File: src/pse_defs.svh
// constants for the power status event register bank
// assumes inclusion by bare name from design and verification files
`ifndef PSE_DEFS_SVH
`define PSE_DEFS_SVH

// ----------------------------------------------------------------
// register indexes on the command port
// ----------------------------------------------------------------
`define PSE_IDX_OPERATION_SUMMARY_BIT_COND   4'h0
`define PSE_IDX_OPERATION_SUMMARY_BIT_EVENT  4'h1
`define PSE_IDX_OPERATION_SUMMARY_BIT_MASK   4'h2
`define PSE_IDX_OPERATION_SUMMARY_BIT_FALL   4'h3
`define PSE_IDX_OPERATION_SUMMARY_BIT_RISE   4'h4
`define PSE_IDX_QUESTIONABLE_SUMMARY_BIT_COND   4'h8
`define PSE_IDX_QUESTIONABLE_SUMMARY_BIT_EVENT  4'h9
`define PSE_IDX_QUESTIONABLE_SUMMARY_BIT_MASK   4'ha
`define PSE_IDX_QUESTIONABLE_SUMMARY_BIT_FALL   4'hb
`define PSE_IDX_QUESTIONABLE_SUMMARY_BIT_RISE   4'hc

// ----------------------------------------------------------------
// operation group bit positions
// ----------------------------------------------------------------
`define PSE_OPERATION_SUMMARY_BIT_CAL_BIT    0
`define PSE_OPERATION_SUMMARY_BIT_WTG_BIT    5
`define PSE_OPERATION_SUMMARY_BIT_CV_BIT     8
`define PSE_OPERATION_SUMMARY_BIT_CC_BIT     10
`define PSE_OPERATION_SUMMARY_BIT_STEP_BIT   12

// ----------------------------------------------------------------
// questionable group bit positions
// ----------------------------------------------------------------
`define PSE_QUESTIONABLE_SUMMARY_BIT_OV_BIT     0
`define PSE_QUESTIONABLE_SUMMARY_BIT_OC_BIT     1
`define PSE_QUESTIONABLE_SUMMARY_BIT_OT_BIT     4
`define PSE_QUESTIONABLE_SUMMARY_BIT_INH_BIT    9
`define PSE_QUESTIONABLE_SUMMARY_BIT_UNR_BIT    10

// ----------------------------------------------------------------
// masks, limits and reset values
// ----------------------------------------------------------------
`define PSE_OPERATION_SUMMARY_BIT_DEFINED    16'h1521
`define PSE_QUESTIONABLE_SUMMARY_BIT_DEFINED    16'h0613
`define PSE_OPERATION_SUMMARY_BIT_PRESET     16'd1313
`define PSE_QUESTIONABLE_SUMMARY_BIT_PRESET     16'd1555
`define PSE_MAX_VALUE       16'd32727
`define PSE_RESET_VALUE     16'h0000

// ----------------------------------------------------------------
// status byte positions of the summary bits
// ----------------------------------------------------------------
`define PSE_OPERATION_SUMMARY_BIT_SUM_POS    7
`define PSE_QUESTIONABLE_SUMMARY_BIT_SUM_POS    3

`endif

File: src/pse_pkg.sv
// types shared by the power status event register bank
// assumes pse_defs.svh is on the include path
`include "pse_defs.svh"

package pse_pkg;
	typedef logic [15:0] pse_word_t;
	typedef enum logic [3:0] {
		PSE_SEL_OPERATION_SUMMARY_BIT_COND  = 4'h0,
		PSE_SEL_OPERATION_SUMMARY_BIT_EVENT = 4'h1,
		PSE_SEL_OPERATION_SUMMARY_BIT_MASK  = 4'h2,
		PSE_SEL_OPERATION_SUMMARY_BIT_FALL  = 4'h3,
		PSE_SEL_OPERATION_SUMMARY_BIT_RISE  = 4'h4,
		PSE_SEL_QUESTIONABLE_SUMMARY_BIT_COND  = 4'h8,
		PSE_SEL_QUESTIONABLE_SUMMARY_BIT_EVENT = 4'h9,
		PSE_SEL_QUESTIONABLE_SUMMARY_BIT_MASK  = 4'ha,
		PSE_SEL_QUESTIONABLE_SUMMARY_BIT_FALL  = 4'hb,
		PSE_SEL_QUESTIONABLE_SUMMARY_BIT_RISE  = 4'hc
	} pse_sel_t;
endpackage

File: src/pse_status_bank.sv
// operation and questionable status groups of a programmable power module
// assumes a command decoder on clk_in drives the command port; status pins are asynchronous
`timescale 1ns/1ps
`default_nettype none
`include "pse_defs.svh"

// ----------------------------------------------------------------
// top level: command port, read mux and the two groups
// ----------------------------------------------------------------
module pse_status_bank (
	input  wire logic             clk_in,
	input  wire logic             sys_rst_in,
	input  wire logic             calibration_computing_in,
	input  wire logic             waiting_for_trigger_in,
	input  wire logic             constant_voltage_mode_in,
	input  wire logic             constant_current_mode_in,
	input  wire logic             list_step_complete_in,
	input  wire logic             overvoltage_tripped_in,
	input  wire logic             overcurrent_tripped_in,
	input  wire logic             overtemperature_in,
	input  wire logic             remote_inhibit_active_in,
	input  wire logic             output_unregulated_in,
	input  wire logic             cmd_write_in,
	input  wire logic             cmd_read_in,
	input  wire pse_pkg::pse_sel_t cmd_sel_in,
	input  wire logic [15:0]      cmd_wdata_in,
	input  wire logic             status_preset_command_in,
	output logic      [15:0]      read_data_out,
	output logic                  read_valid_out,
	output logic                  operation_summary_bit_out,
	output logic                  questionable_summary_bit_out
);
	import pse_pkg::*;

	// ----------------------------------------------------------------
	// status inputs gathered into group words
	// ----------------------------------------------------------------
	pse_word_t operation_summary_bit_raw;
	pse_word_t questionable_summary_bit_raw;

	always_comb begin
		operation_summary_bit_raw = `PSE_RESET_VALUE;
		operation_summary_bit_raw[`PSE_OPERATION_SUMMARY_BIT_CAL_BIT]  = calibration_computing_in;
		operation_summary_bit_raw[`PSE_OPERATION_SUMMARY_BIT_WTG_BIT]  = waiting_for_trigger_in;
		operation_summary_bit_raw[`PSE_OPERATION_SUMMARY_BIT_CV_BIT]   = constant_voltage_mode_in;
		operation_summary_bit_raw[`PSE_OPERATION_SUMMARY_BIT_CC_BIT]   = constant_current_mode_in;
		operation_summary_bit_raw[`PSE_OPERATION_SUMMARY_BIT_STEP_BIT] = list_step_complete_in;
	end

	always_comb begin
		questionable_summary_bit_raw = `PSE_RESET_VALUE;
		questionable_summary_bit_raw[`PSE_QUESTIONABLE_SUMMARY_BIT_OV_BIT]  = overvoltage_tripped_in;
		questionable_summary_bit_raw[`PSE_QUESTIONABLE_SUMMARY_BIT_OC_BIT]  = overcurrent_tripped_in;
		questionable_summary_bit_raw[`PSE_QUESTIONABLE_SUMMARY_BIT_OT_BIT]  = overtemperature_in;
		questionable_summary_bit_raw[`PSE_QUESTIONABLE_SUMMARY_BIT_INH_BIT] = remote_inhibit_active_in;
		questionable_summary_bit_raw[`PSE_QUESTIONABLE_SUMMARY_BIT_UNR_BIT] = output_unregulated_in;
	end

	// ----------------------------------------------------------------
	// the two groups
	// ----------------------------------------------------------------
	// group registers, read back through the mux below
	pse_word_t operation_summary_bit_cond;
	pse_word_t operation_summary_bit_event;
	pse_word_t operation_summary_bit_mask;
	pse_word_t operation_summary_bit_fall;
	pse_word_t operation_summary_bit_rise;
	pse_word_t questionable_summary_bit_cond;
	pse_word_t questionable_summary_bit_event;
	pse_word_t questionable_summary_bit_mask;
	pse_word_t questionable_summary_bit_fall;
	pse_word_t questionable_summary_bit_rise;
	logic      operation_summary_bit_sum;
	logic      questionable_summary_bit_sum;
	logic      wr;
	logic      rd;

	// a write and a read in one cycle: the write wins and the read is dropped
	assign wr = cmd_write_in;
	assign rd = cmd_read_in && !cmd_write_in;

	pse_group #(.DEFINED(`PSE_OPERATION_SUMMARY_BIT_DEFINED), .PRESET(`PSE_OPERATION_SUMMARY_BIT_PRESET)) u_operation_summary_bit (
		.clk_in      (clk_in),
		.sys_rst_in  (sys_rst_in),
		.raw_cond_in (operation_summary_bit_raw),
		.wr_mask_in  (wr && cmd_sel_in == PSE_SEL_OPERATION_SUMMARY_BIT_MASK),
		.wr_fall_in  (wr && cmd_sel_in == PSE_SEL_OPERATION_SUMMARY_BIT_FALL),
		.wr_rise_in  (wr && cmd_sel_in == PSE_SEL_OPERATION_SUMMARY_BIT_RISE),
		.rd_event_in (rd && cmd_sel_in == PSE_SEL_OPERATION_SUMMARY_BIT_EVENT),
		.preset_in   (status_preset_command_in),
		.wdata_in    (cmd_wdata_in),
		.cond_out    (operation_summary_bit_cond),
		.event_out   (operation_summary_bit_event),
		.mask_out    (operation_summary_bit_mask),
		.fall_out    (operation_summary_bit_fall),
		.rise_out    (operation_summary_bit_rise),
		.summary_out (operation_summary_bit_sum)
	);

	pse_group #(.DEFINED(`PSE_QUESTIONABLE_SUMMARY_BIT_DEFINED), .PRESET(`PSE_QUESTIONABLE_SUMMARY_BIT_PRESET)) u_questionable_summary_bit (
		.clk_in      (clk_in),
		.sys_rst_in  (sys_rst_in),
		.raw_cond_in (questionable_summary_bit_raw),
		.wr_mask_in  (wr && cmd_sel_in == PSE_SEL_QUESTIONABLE_SUMMARY_BIT_MASK),
		.wr_fall_in  (wr && cmd_sel_in == PSE_SEL_QUESTIONABLE_SUMMARY_BIT_FALL),
		.wr_rise_in  (wr && cmd_sel_in == PSE_SEL_QUESTIONABLE_SUMMARY_BIT_RISE),
		.rd_event_in (rd && cmd_sel_in == PSE_SEL_QUESTIONABLE_SUMMARY_BIT_EVENT),
		.preset_in   (status_preset_command_in),
		.wdata_in    (cmd_wdata_in),
		.cond_out    (questionable_summary_bit_cond),
		.event_out   (questionable_summary_bit_event),
		.mask_out    (questionable_summary_bit_mask),
		.fall_out    (questionable_summary_bit_fall),
		.rise_out    (questionable_summary_bit_rise),
		.summary_out (questionable_summary_bit_sum)
	);

	// ----------------------------------------------------------------
	// read port: data registered one cycle after the request
	// ----------------------------------------------------------------
	// registered answer; the data holds until the next read
	pse_word_t read_data_reg;
	logic      read_valid_reg;

	// read mux; an unknown index answers zero
	always_ff @(posedge clk_in) begin
		if (sys_rst_in) begin
			read_data_reg  <= `PSE_RESET_VALUE;
			read_valid_reg <= 1'b0;
		end else begin
			read_valid_reg <= rd;
			if (rd) begin
				case (cmd_sel_in)
					PSE_SEL_OPERATION_SUMMARY_BIT_COND:  read_data_reg <= operation_summary_bit_cond;
					PSE_SEL_OPERATION_SUMMARY_BIT_EVENT: read_data_reg <= operation_summary_bit_event;
					PSE_SEL_OPERATION_SUMMARY_BIT_MASK:  read_data_reg <= operation_summary_bit_mask;
					PSE_SEL_OPERATION_SUMMARY_BIT_FALL:  read_data_reg <= operation_summary_bit_fall;
					PSE_SEL_OPERATION_SUMMARY_BIT_RISE:  read_data_reg <= operation_summary_bit_rise;
					PSE_SEL_QUESTIONABLE_SUMMARY_BIT_COND:  read_data_reg <= questionable_summary_bit_cond;
					PSE_SEL_QUESTIONABLE_SUMMARY_BIT_EVENT: read_data_reg <= questionable_summary_bit_event;
					PSE_SEL_QUESTIONABLE_SUMMARY_BIT_MASK:  read_data_reg <= questionable_summary_bit_mask;
					PSE_SEL_QUESTIONABLE_SUMMARY_BIT_FALL:  read_data_reg <= questionable_summary_bit_fall;
					PSE_SEL_QUESTIONABLE_SUMMARY_BIT_RISE:  read_data_reg <= questionable_summary_bit_rise;
					default:            read_data_reg <= `PSE_RESET_VALUE;
				endcase
			end
		end
	end

	// every top output comes straight from a flop
	assign read_data_out                = read_data_reg;
	assign read_valid_out               = read_valid_reg;
	assign operation_summary_bit_out    = operation_summary_bit_sum; // flop inside the group
	assign questionable_summary_bit_out = questionable_summary_bit_sum; // flop inside the group
endmodule

// ----------------------------------------------------------------
// one status group: condition, event, mask and two edge filters
// ----------------------------------------------------------------
module pse_group #(
	parameter logic [15:0] DEFINED = 16'h0000,
	parameter logic [15:0] PRESET  = 16'h0000
) (
	input  wire logic        clk_in,
	input  wire logic        sys_rst_in,
	input  wire logic [15:0] raw_cond_in,
	input  wire logic        wr_mask_in,
	input  wire logic        wr_fall_in,
	input  wire logic        wr_rise_in,
	input  wire logic        rd_event_in,
	input  wire logic        preset_in,
	input  wire logic [15:0] wdata_in,
	output logic      [15:0] cond_out,
	output logic      [15:0] event_out,
	output logic      [15:0] mask_out,
	output logic      [15:0] fall_out,
	output logic      [15:0] rise_out,
	output logic             summary_out
);
	import pse_pkg::*;

	// storage, next filter values and the combinational edge terms
	pse_word_t sync1_reg;
	pse_word_t cond_reg;
	pse_word_t prev_reg;
	pse_word_t event_reg;
	pse_word_t mask_reg;
	pse_word_t fall_reg;
	pse_word_t rise_reg;
	pse_word_t fall_next;
	pse_word_t rise_next;
	pse_word_t cond_live;
	pse_word_t edge_hits;
	pse_word_t filt_hits;
	logic      value_ok;
	logic      summary_reg;

	// two-flop synchroniser; nothing but the second stage reads the first
	always_ff @(posedge clk_in) begin
		if (sys_rst_in) begin
			sync1_reg <= `PSE_RESET_VALUE;
			cond_reg  <= `PSE_RESET_VALUE;
			prev_reg  <= `PSE_RESET_VALUE;
		end else begin
			sync1_reg <= raw_cond_in;
			cond_reg  <= sync1_reg;
			prev_reg  <= cond_live;
		end
	end

	// unused positions forced to zero after the synchroniser, never between its stages
	assign cond_live = cond_reg & DEFINED;

	// out-of-range values are dropped so a stored filter never exceeds the limit
	assign value_ok = (wdata_in <= `PSE_MAX_VALUE);

	// filter values as they stand after this cycle's write or preset
	always_comb begin
		fall_next = fall_reg;
		rise_next = rise_reg;
		if (preset_in) begin
			fall_next = `PSE_RESET_VALUE;
			rise_next = PRESET;
		end else begin
			if (wr_fall_in && value_ok) begin
				fall_next = wdata_in;
			end
			if (wr_rise_in && value_ok) begin
				rise_next = wdata_in;
			end
		end
	end

	// edges judged against the updated filters; both zero blocks everything
	assign edge_hits = (cond_live & ~prev_reg & rise_next)
	                 | (~cond_live & prev_reg & fall_next);

	// a newly armed filter bit counts as an edge if the condition already sits there
	assign filt_hits = ((rise_next & ~rise_reg & cond_live)
	                 | (fall_next & ~fall_reg & ~cond_live)) & DEFINED;

	// filters and mask
	always_ff @(posedge clk_in) begin
		if (sys_rst_in) begin
			mask_reg <= `PSE_RESET_VALUE;
			fall_reg <= `PSE_RESET_VALUE;
			rise_reg <= `PSE_RESET_VALUE;
		end else begin
			fall_reg <= fall_next;
			rise_reg <= rise_next;
			if (preset_in) begin
				mask_reg <= `PSE_RESET_VALUE;
			end else if (wr_mask_in && value_ok) begin
				mask_reg <= wdata_in;
			end
		end
	end

	// event latch: clear on read, but a same-cycle edge survives the clear
	always_ff @(posedge clk_in) begin
		if (sys_rst_in) begin
			event_reg <= `PSE_RESET_VALUE;
		end else begin
			event_reg <= (rd_event_in ? `PSE_RESET_VALUE : event_reg)
			           | edge_hits | filt_hits;
		end
	end

	// summary lags the event latch by one cycle to keep the output a flop
	always_ff @(posedge clk_in) begin
		if (sys_rst_in) begin
			summary_reg <= 1'b0;
		end else begin
			summary_reg <= |(event_reg & mask_reg);
		end
	end

	// outputs straight from the registers; condition already masked
	assign cond_out    = cond_live;
	assign event_out   = event_reg;
	assign mask_out    = mask_reg;
	assign fall_out    = fall_reg;
	assign rise_out    = rise_reg;
	assign summary_out = summary_reg;
endmodule

`default_nettype wire

File: config.mk
export PLATFORM = sky130hd
export DESIGN_NAME = pse_status_bank
export DESIGN_NICKNAME = d
export VERILOG_FILES = /design/src/pse_pkg.sv /design/src/pse_status_bank.sv
export VERILOG_INCLUDE_DIRS = /design/src
export SDC_FILE = /design/constraint.sdc
export NUM_CORES = 1
export LEC_CHECK = 0
export BUFFER_PORTS_ARGS = -buffer_cell sky130_fd_sc_hd__clkbuf_2
export CAP_MARGIN = 20
export CORE_ASPECT_RATIO = 1.25
export CORE_MARGIN = 10
export CORE_UTILIZATION = 40
export CTS_CLUSTER_SIZE = 8
export DETAILED_ROUTE_END_ITERATION = 10
export HOLD_SLACK_MARGIN = 0.02
export SLEW_MARGIN = 10
export SYNTH_ARGS = -nofsm -noshare
export SYNTH_HDL_FRONTEND = slang
export SYNTH_SLANG_ARGS = --single-unit
export TNS_END_PERCENT = 10
File: constraint.sdc
create_clock -name clk_in -period 2.2 [get_ports clk_in]
set_input_delay 0.33 -clock clk_in [delete_from_list [all_inputs] [get_ports clk_in]]
set_output_delay 0.33 -clock clk_in [all_outputs]
set_load 0.01 [all_outputs]
==> metrics.yaml, run 1 <==
setup_path:
  start_kind: "input port"
  critPathMaxFanout: 7
  r2r_cells: 4
  critPathArrivalTime_ps: 2150
  endpoint: "u_operation_summary_bit.event_out[5]"
  reg2reg_from: "u_operation_summary_bit.cond_reg[10]"
  cp_num_buf_inv: 1
  worstPathCellList: "clkbuf_2 -> a21oi_1 -> nor4_2 -> nor2_1 -> mux2i_1 -> a211o_1"
  r2r_slack_ps: 770
  slowest_delay_ps: 740
  critPathLaunch: "cmd_wdata_in[3]"
  r2r_end: "read_data_out[10]"
  cp.depth: 6
  cp_top_family: "simple AND/OR/NAND/NOR gates"
  crit_type: "input port to register"
  end_kind: "register"
  critical_path.slowest_cell: "nor2_1"
  crit_required_ps: 2510
yosys:
  yosys_warnings: 0
  synthFlopType: "dfxtp_1"
  ys_seq_elements: 155
  syn_nets: 805
  syn_inst: 770
  synth_top_family_by_area: "simple AND/OR/NAND/NOR gates"
  synth_xor_area_frac: 0
  synth_edf_count: 0
  yosys.area.top_type: "dfxtp_1"
  netlist.area_leader.share: 0.476
  synth_area_um2: 6520
  synth_compound_area_frac: 0.188
  synth.distinct_cells: 55
  synth_fa_ha_area_frac: 0
  muxShareOfSynthArea: 0.0401
  yosys.area_share.simple: 0.253
  synth.area.top_cells: "dfxtp_1 (48%), nand2_1 (11%), a21oi_1 (7.1%), nor2b_1 (4.4%), a22oi_1 (2.2%)"
  async_flop_share: 0
  seq_area_frac_synth: 0.476
  syn_area_per_cell_um2: 8.46
  yosys-top-cells-count: "nand2_1 (196), dfxtp_1 (155), a21oi_1 (93)"
  synth_most_common_cell: "nand2_1"
timing:
  max_freq_mhz: 546
  setup_slack_ps: 369
  finalCriticalPeriod_ps: 1830
  worst_hold_slack_ps: 106
  timing.slew.headroom: 0.363
  rsz0062_at_grt: "false"
  maxSlewViolCount: 0
  period_share: 0.832
  setup_tns_ps: 0
  tightest_slew_ps: 952
  setup_viol: 0
  fin_skew_ps: 4.77
  hold_viol: 0
power:
  p_per_area_nw_per_um2: 821
  power_mw: 6.38
  total_leakage_power_nw: 2.83
  vdd_ir_drop_max_uv: 425
finish:
  num-nets-final: 869
  drive_gt1_frac: 0.183
  final_core_util: 0.483
  stdcell_count: 1061
  antennaDiodeCount: 0
  area_delta_synth_final_pct: 19.2
  final_area_um2: 7770
floorplanning:
  start_util: 0.405
  rows: 52
  dieHeight_um: 163
  die_x_um: 134
  boundaryPins: 54
  die-area_um2: 21800
  core_um2: 16100
outcome:
  status: "finished clean"
detailed_routing:
  postRouteAntennaNets: 0
  via_count: 6058
  avgViaCountPerCell: 5.71
  drcViolationCount: 0
  drt_iter0_drc: 662
  routedWlPerCell_um: 20.0
  wirelength_um: 21200
  dr.pass1.iters: 6
clock_tree:
  clkLatencyLatePin_ps: 430
  cts_buffers: 17
  htreeDepth: 4
  clk_path_buf_depth: 2
  cts_tree: "yes"
  postCtsSetupRepairBufs: 0
  path_clk_slew_ps: 60
  cts_hold_buf: 0
  cts_resized: 0
  root_buffer: "clkbuf_16"
  clock_sinks: 155
grt:
  antenna_found_initial: 0
  grt_max_degree: 49
  grt_remaining_overflow: 0
  grt_pass1_vias: 5907
  grt_use_total: 0.192
  grt_pass1_wl_um: 33000
placed_design:
  place_area_um2: 7150
  placed_cells: 1031
  pre_cts_ws_ps: -26.5
  io_buffers: 53
  gp_congestion: 0.910
  hpwl_um: 14800
min_path:
  worstHoldPathType: "input port to register"
flow_run:
  max-cap-violations: 0
## cell usage in the layout (no fill, tap or decap), types with 6 or more instances in the layout
cell	count
nand2_1	196
dfxtp_1	155
a21oi_1	93
clkbuf_2	53
buf_4	49
nor2b_1	46
nor2_1	27
a22oi_1	19
clkbuf_16	17
a222oi_1	12
and3_1	11
mux2_2	11
nor3_1	10
nor3b_1	10
nand3_1	9
o21ai_0	9
nand2b_1	8
o211ai_1	8
a22o_1	8
mux2i_1	7
o22ai_1	6
nand4b_1	6
## power breakdown
| group | switching [mW] | internal (mW) |
|---|---|---|
| Combinational | 0.255 | 0.141 |
| Sequential | 0.0392 | 2.86 |
| Clock | 1.17 | 1.91 |
| Total | 1.47 | 4.91 |
## routing by layer
metal	global-route usage	part of all wire
met1	0.237	0.41
met2	0.314	0.48
met3	0.0435	0.076
met4	0.0857	0.029
met5	0	0
## kinds of logic after synthesis
group | after synthesis
muxes | 21
AOI/OAI and AO/OA | 189
buffers and inverters | 59
and+or+nand+nor | 346
DFF | 155
## worst register-to-register path, delay by kind of cell (launching register included)
family         cells  cell delay (ps)
multiplexers       1              270
flip-flops         1              350
AO/OA/AOI/OAI      3              690
## final cells by class
cell class              instances  area (µm²)
flip-flops and latches        155        3100
fillers                      1538        8300
inverters                       2        7.51
clock inverters                11         170
clock buffers                  19         443
repair buffers                102         633
well taps                     216         270
multi-input cells             556        3140
## worst min-delay path by stage
stage / startpoint / to / slack, ps / cells past startpoint
CTS: constant_current_mode_in / u_operation_summary_bit.sync1_reg[10] / 100 / 2
floorplan: u_operation_summary_bit.sync1_reg[0] / u_operation_summary_bit.cond_reg[0] / 410 / 1
detailed placement: u_questionable_summary_bit.sync1_reg[4] / u_questionable_summary_bit.cond_reg[4] / 420 / 1
finish: overtemperature_in / u_questionable_summary_bit.sync1_reg[4] / 110 / 2
global placement: u_operation_summary_bit.sync1_reg[0] / u_operation_summary_bit.cond_reg[0] / 420 / 1
global route: list_step_complete_in / u_operation_summary_bit.sync1_reg[12] / 110 / 2
Note: power is estimated with default switching activity, not from simulation.
==> run 2: changes to the inputs <==
==> constraint.sdc (replaced) <==
create_clock -name clk_in -period 1.9 [get_ports clk_in]
set_input_delay 0.285 -clock clk_in [delete_from_list [all_inputs] [get_ports clk_in]]
set_output_delay 0.285 -clock clk_in [all_outputs]
set_load 0.01 [all_outputs]
==> metrics.yaml, run 2 (synthesized netlist as in run 1, its figures left out) <==
detailed_routing:
  routedWlPerCell_um: 19.2
  avgViaCountPerCell: 5.56
  postRouteAntennaNets: 0
  dr.pass1.iters: 8
  via_count: 6125
  drt_iter0_drc: 697
  wirelength_um: 21100
  drcViolationCount: 0
power:
  intPower_mw: 5.53
  total_leakage_power_nw: 3.07
  power_frac_seq: 0.466
  vdd_ir_drop_max_uv: 571
  switchingPower_mw: 1.66
  swShare: 0.231
  p_per_area_nw_per_um2: 883
  p_clk_frac: 0.464
  comb_power_share: 0.069
timing:
  period_share: 0.884
  fin_skew_ps: 7.31
  finalCriticalPeriod_ps: 1680
  setup_tns_ps: 0
  hold_viol: 0
  max_freq_mhz: 595
  setup_slack_ps: 220
  maxSlewViolCount: 0
  rsz0062_at_grt: "false"
  tightest_slew_ps: 620
  timing.slew.headroom: 0.587
  setup_viol: 0
finish:
  fillers: 1531
  layout_commonest_cell: "nand2_1"
  final_area_um2: 8150
  antennaDiodeCount: 0
  area_delta_synth_final_pct: 25.0
  num-nets-final: 910
  final_cell_mix: "nand2_1 (196), dfxtp_1 (155), a21oi_1 (93)"
  drive_gt1_frac: 0.222
placed_design:
  gp_congestion: 0.913
  pre_cts_ws_ps: -145
  place_area_um2: 7560
  io_buffers: 53
  hpwl_um: 15600
setup_path:
  crit_type: "input port to register"
  r2r_slack_ps: 270
  r2r_cells: 4
  reg2reg_from: "u_operation_summary_bit.cond_reg[10]"
  critPathMaxFanout: 6
  crit_required_ps: 2210
  critPathLaunch: "cmd_sel_in[1]"
  end_kind: "register"
  start_kind: "input port"
  r2r_end: "read_data_out[10]"
  endpoint: "u_operation_summary_bit.event_out[8]"
  critPathArrivalTime_ps: 1990
clock_tree:
  cts_hold_buf: 0
  path_clk_slew_ps: 60
  clk_path_buf_depth: 2
  htreeDepth: 4
  clock_sinks: 155
  cts_resized: 0
  root_buffer: "clkbuf_16"
  postCtsSetupRepairBufs: 0
  cts_buffers: 17
  cts_tree: "yes"
  clkLatencyLatePin_ps: 430
grt:
  grt_use_total: 0.195
  grt_max_degree: 44
  grt_remaining_overflow: 0
  grt_pass1_vias: 6064
  grt_pass1_wl_um: 33200
  antenna_found_initial: 0
floorplanning:
  rows: 52
  start_util: 0.405
  dieHeight_um: 163
  die_x_um: 134
  core_um2: 16100
  die-area_um2: 21800
  boundaryPins: 54
outcome:
  status: "finished clean"
flow_run:
  max-cap-violations: 0
min_path:
  worstHoldPathType: "input port to register"
==> run 2: layout make-up <==
type / count / area, µm² / share of cell area
Timing Repair Buffer: 143 / 1040 / 0.128
Clock inverter: 10 / 118 / 0.0144
Tap cell: 216 / 270 / 0.0332
Multi-Input combinational cell: 556 / 3140 / 0.386
Clock buffer: 20 / 467 / 0.0573
Inverter: 2 / 7.51 / 0.000922
Sequential cell: 155 / 3100 / 0.381
==> run 2: how the worst min path moves through the flow <==
stage / from / to / slack [ps] / cells past startpoint
final: waiting_for_trigger_in / u_operation_summary_bit.sync1_reg[5] / 60 / 2
after global routing: waiting_for_trigger_in / u_operation_summary_bit.sync1_reg[5] / 60 / 2
after CTS: output_unregulated_in / u_questionable_summary_bit.sync1_reg[10] / 50 / 2
after detailed placement: u_operation_summary_bit.sync1_reg[10] / u_operation_summary_bit.cond_reg[10] / 420 / 1
after global placement: u_questionable_summary_bit.sync1_reg[0] / u_questionable_summary_bit.cond_reg[0] / 420 / 1
after floorplan: calibration_computing_in / u_operation_summary_bit.sync1_reg[0] / 410 / 1
==> run 2: layer usage <==
layer  up-vias  wire length [µm]  track usage
met5         -                 0            0
met4         0               700       0.0902
met3        49              1240       0.0463
met2       219             10100        0.319
met1      2939              9040        0.237
li1       2918                 -            -
==> run 2: critical path, stage by stage <==
cell,delay [ps]
clkbuf_2,170
buf_12,170
nor2_1,130
nand4b_1,300
nor2_1,420
buf_12,170
mux2i_1,80
a211o_1,260
==> run 2: power groups by stage <==
stage | Combinational [mW] | Sequential (mW) | Clock, mW
4_1_cts | 0.497 | 3.35 | 3.40
3_3_place_gp | 0.488 | 3.42 | 0
3_5_place_dp | 0.495 | 3.42 | 0
2_1_floorplan | 0.249 | 3.40 | 0
6_report | 0.499 | 3.36 | 3.34
5_1_grt | 0.538 | 3.36 | 3.53
==> run 2: metrics by stage <==
step                std cells  hold slack (ps)  utilization  total power [mW]
global placement         1072              417        0.471              3.91
finish                   1102             64.8        0.507              7.19
global route             1102             59.0        0.507              7.42
floorplan                 770              413            -              3.65
detailed placement       1072              425        0.471              3.92
CTS                      1102             48.2        0.507              7.25
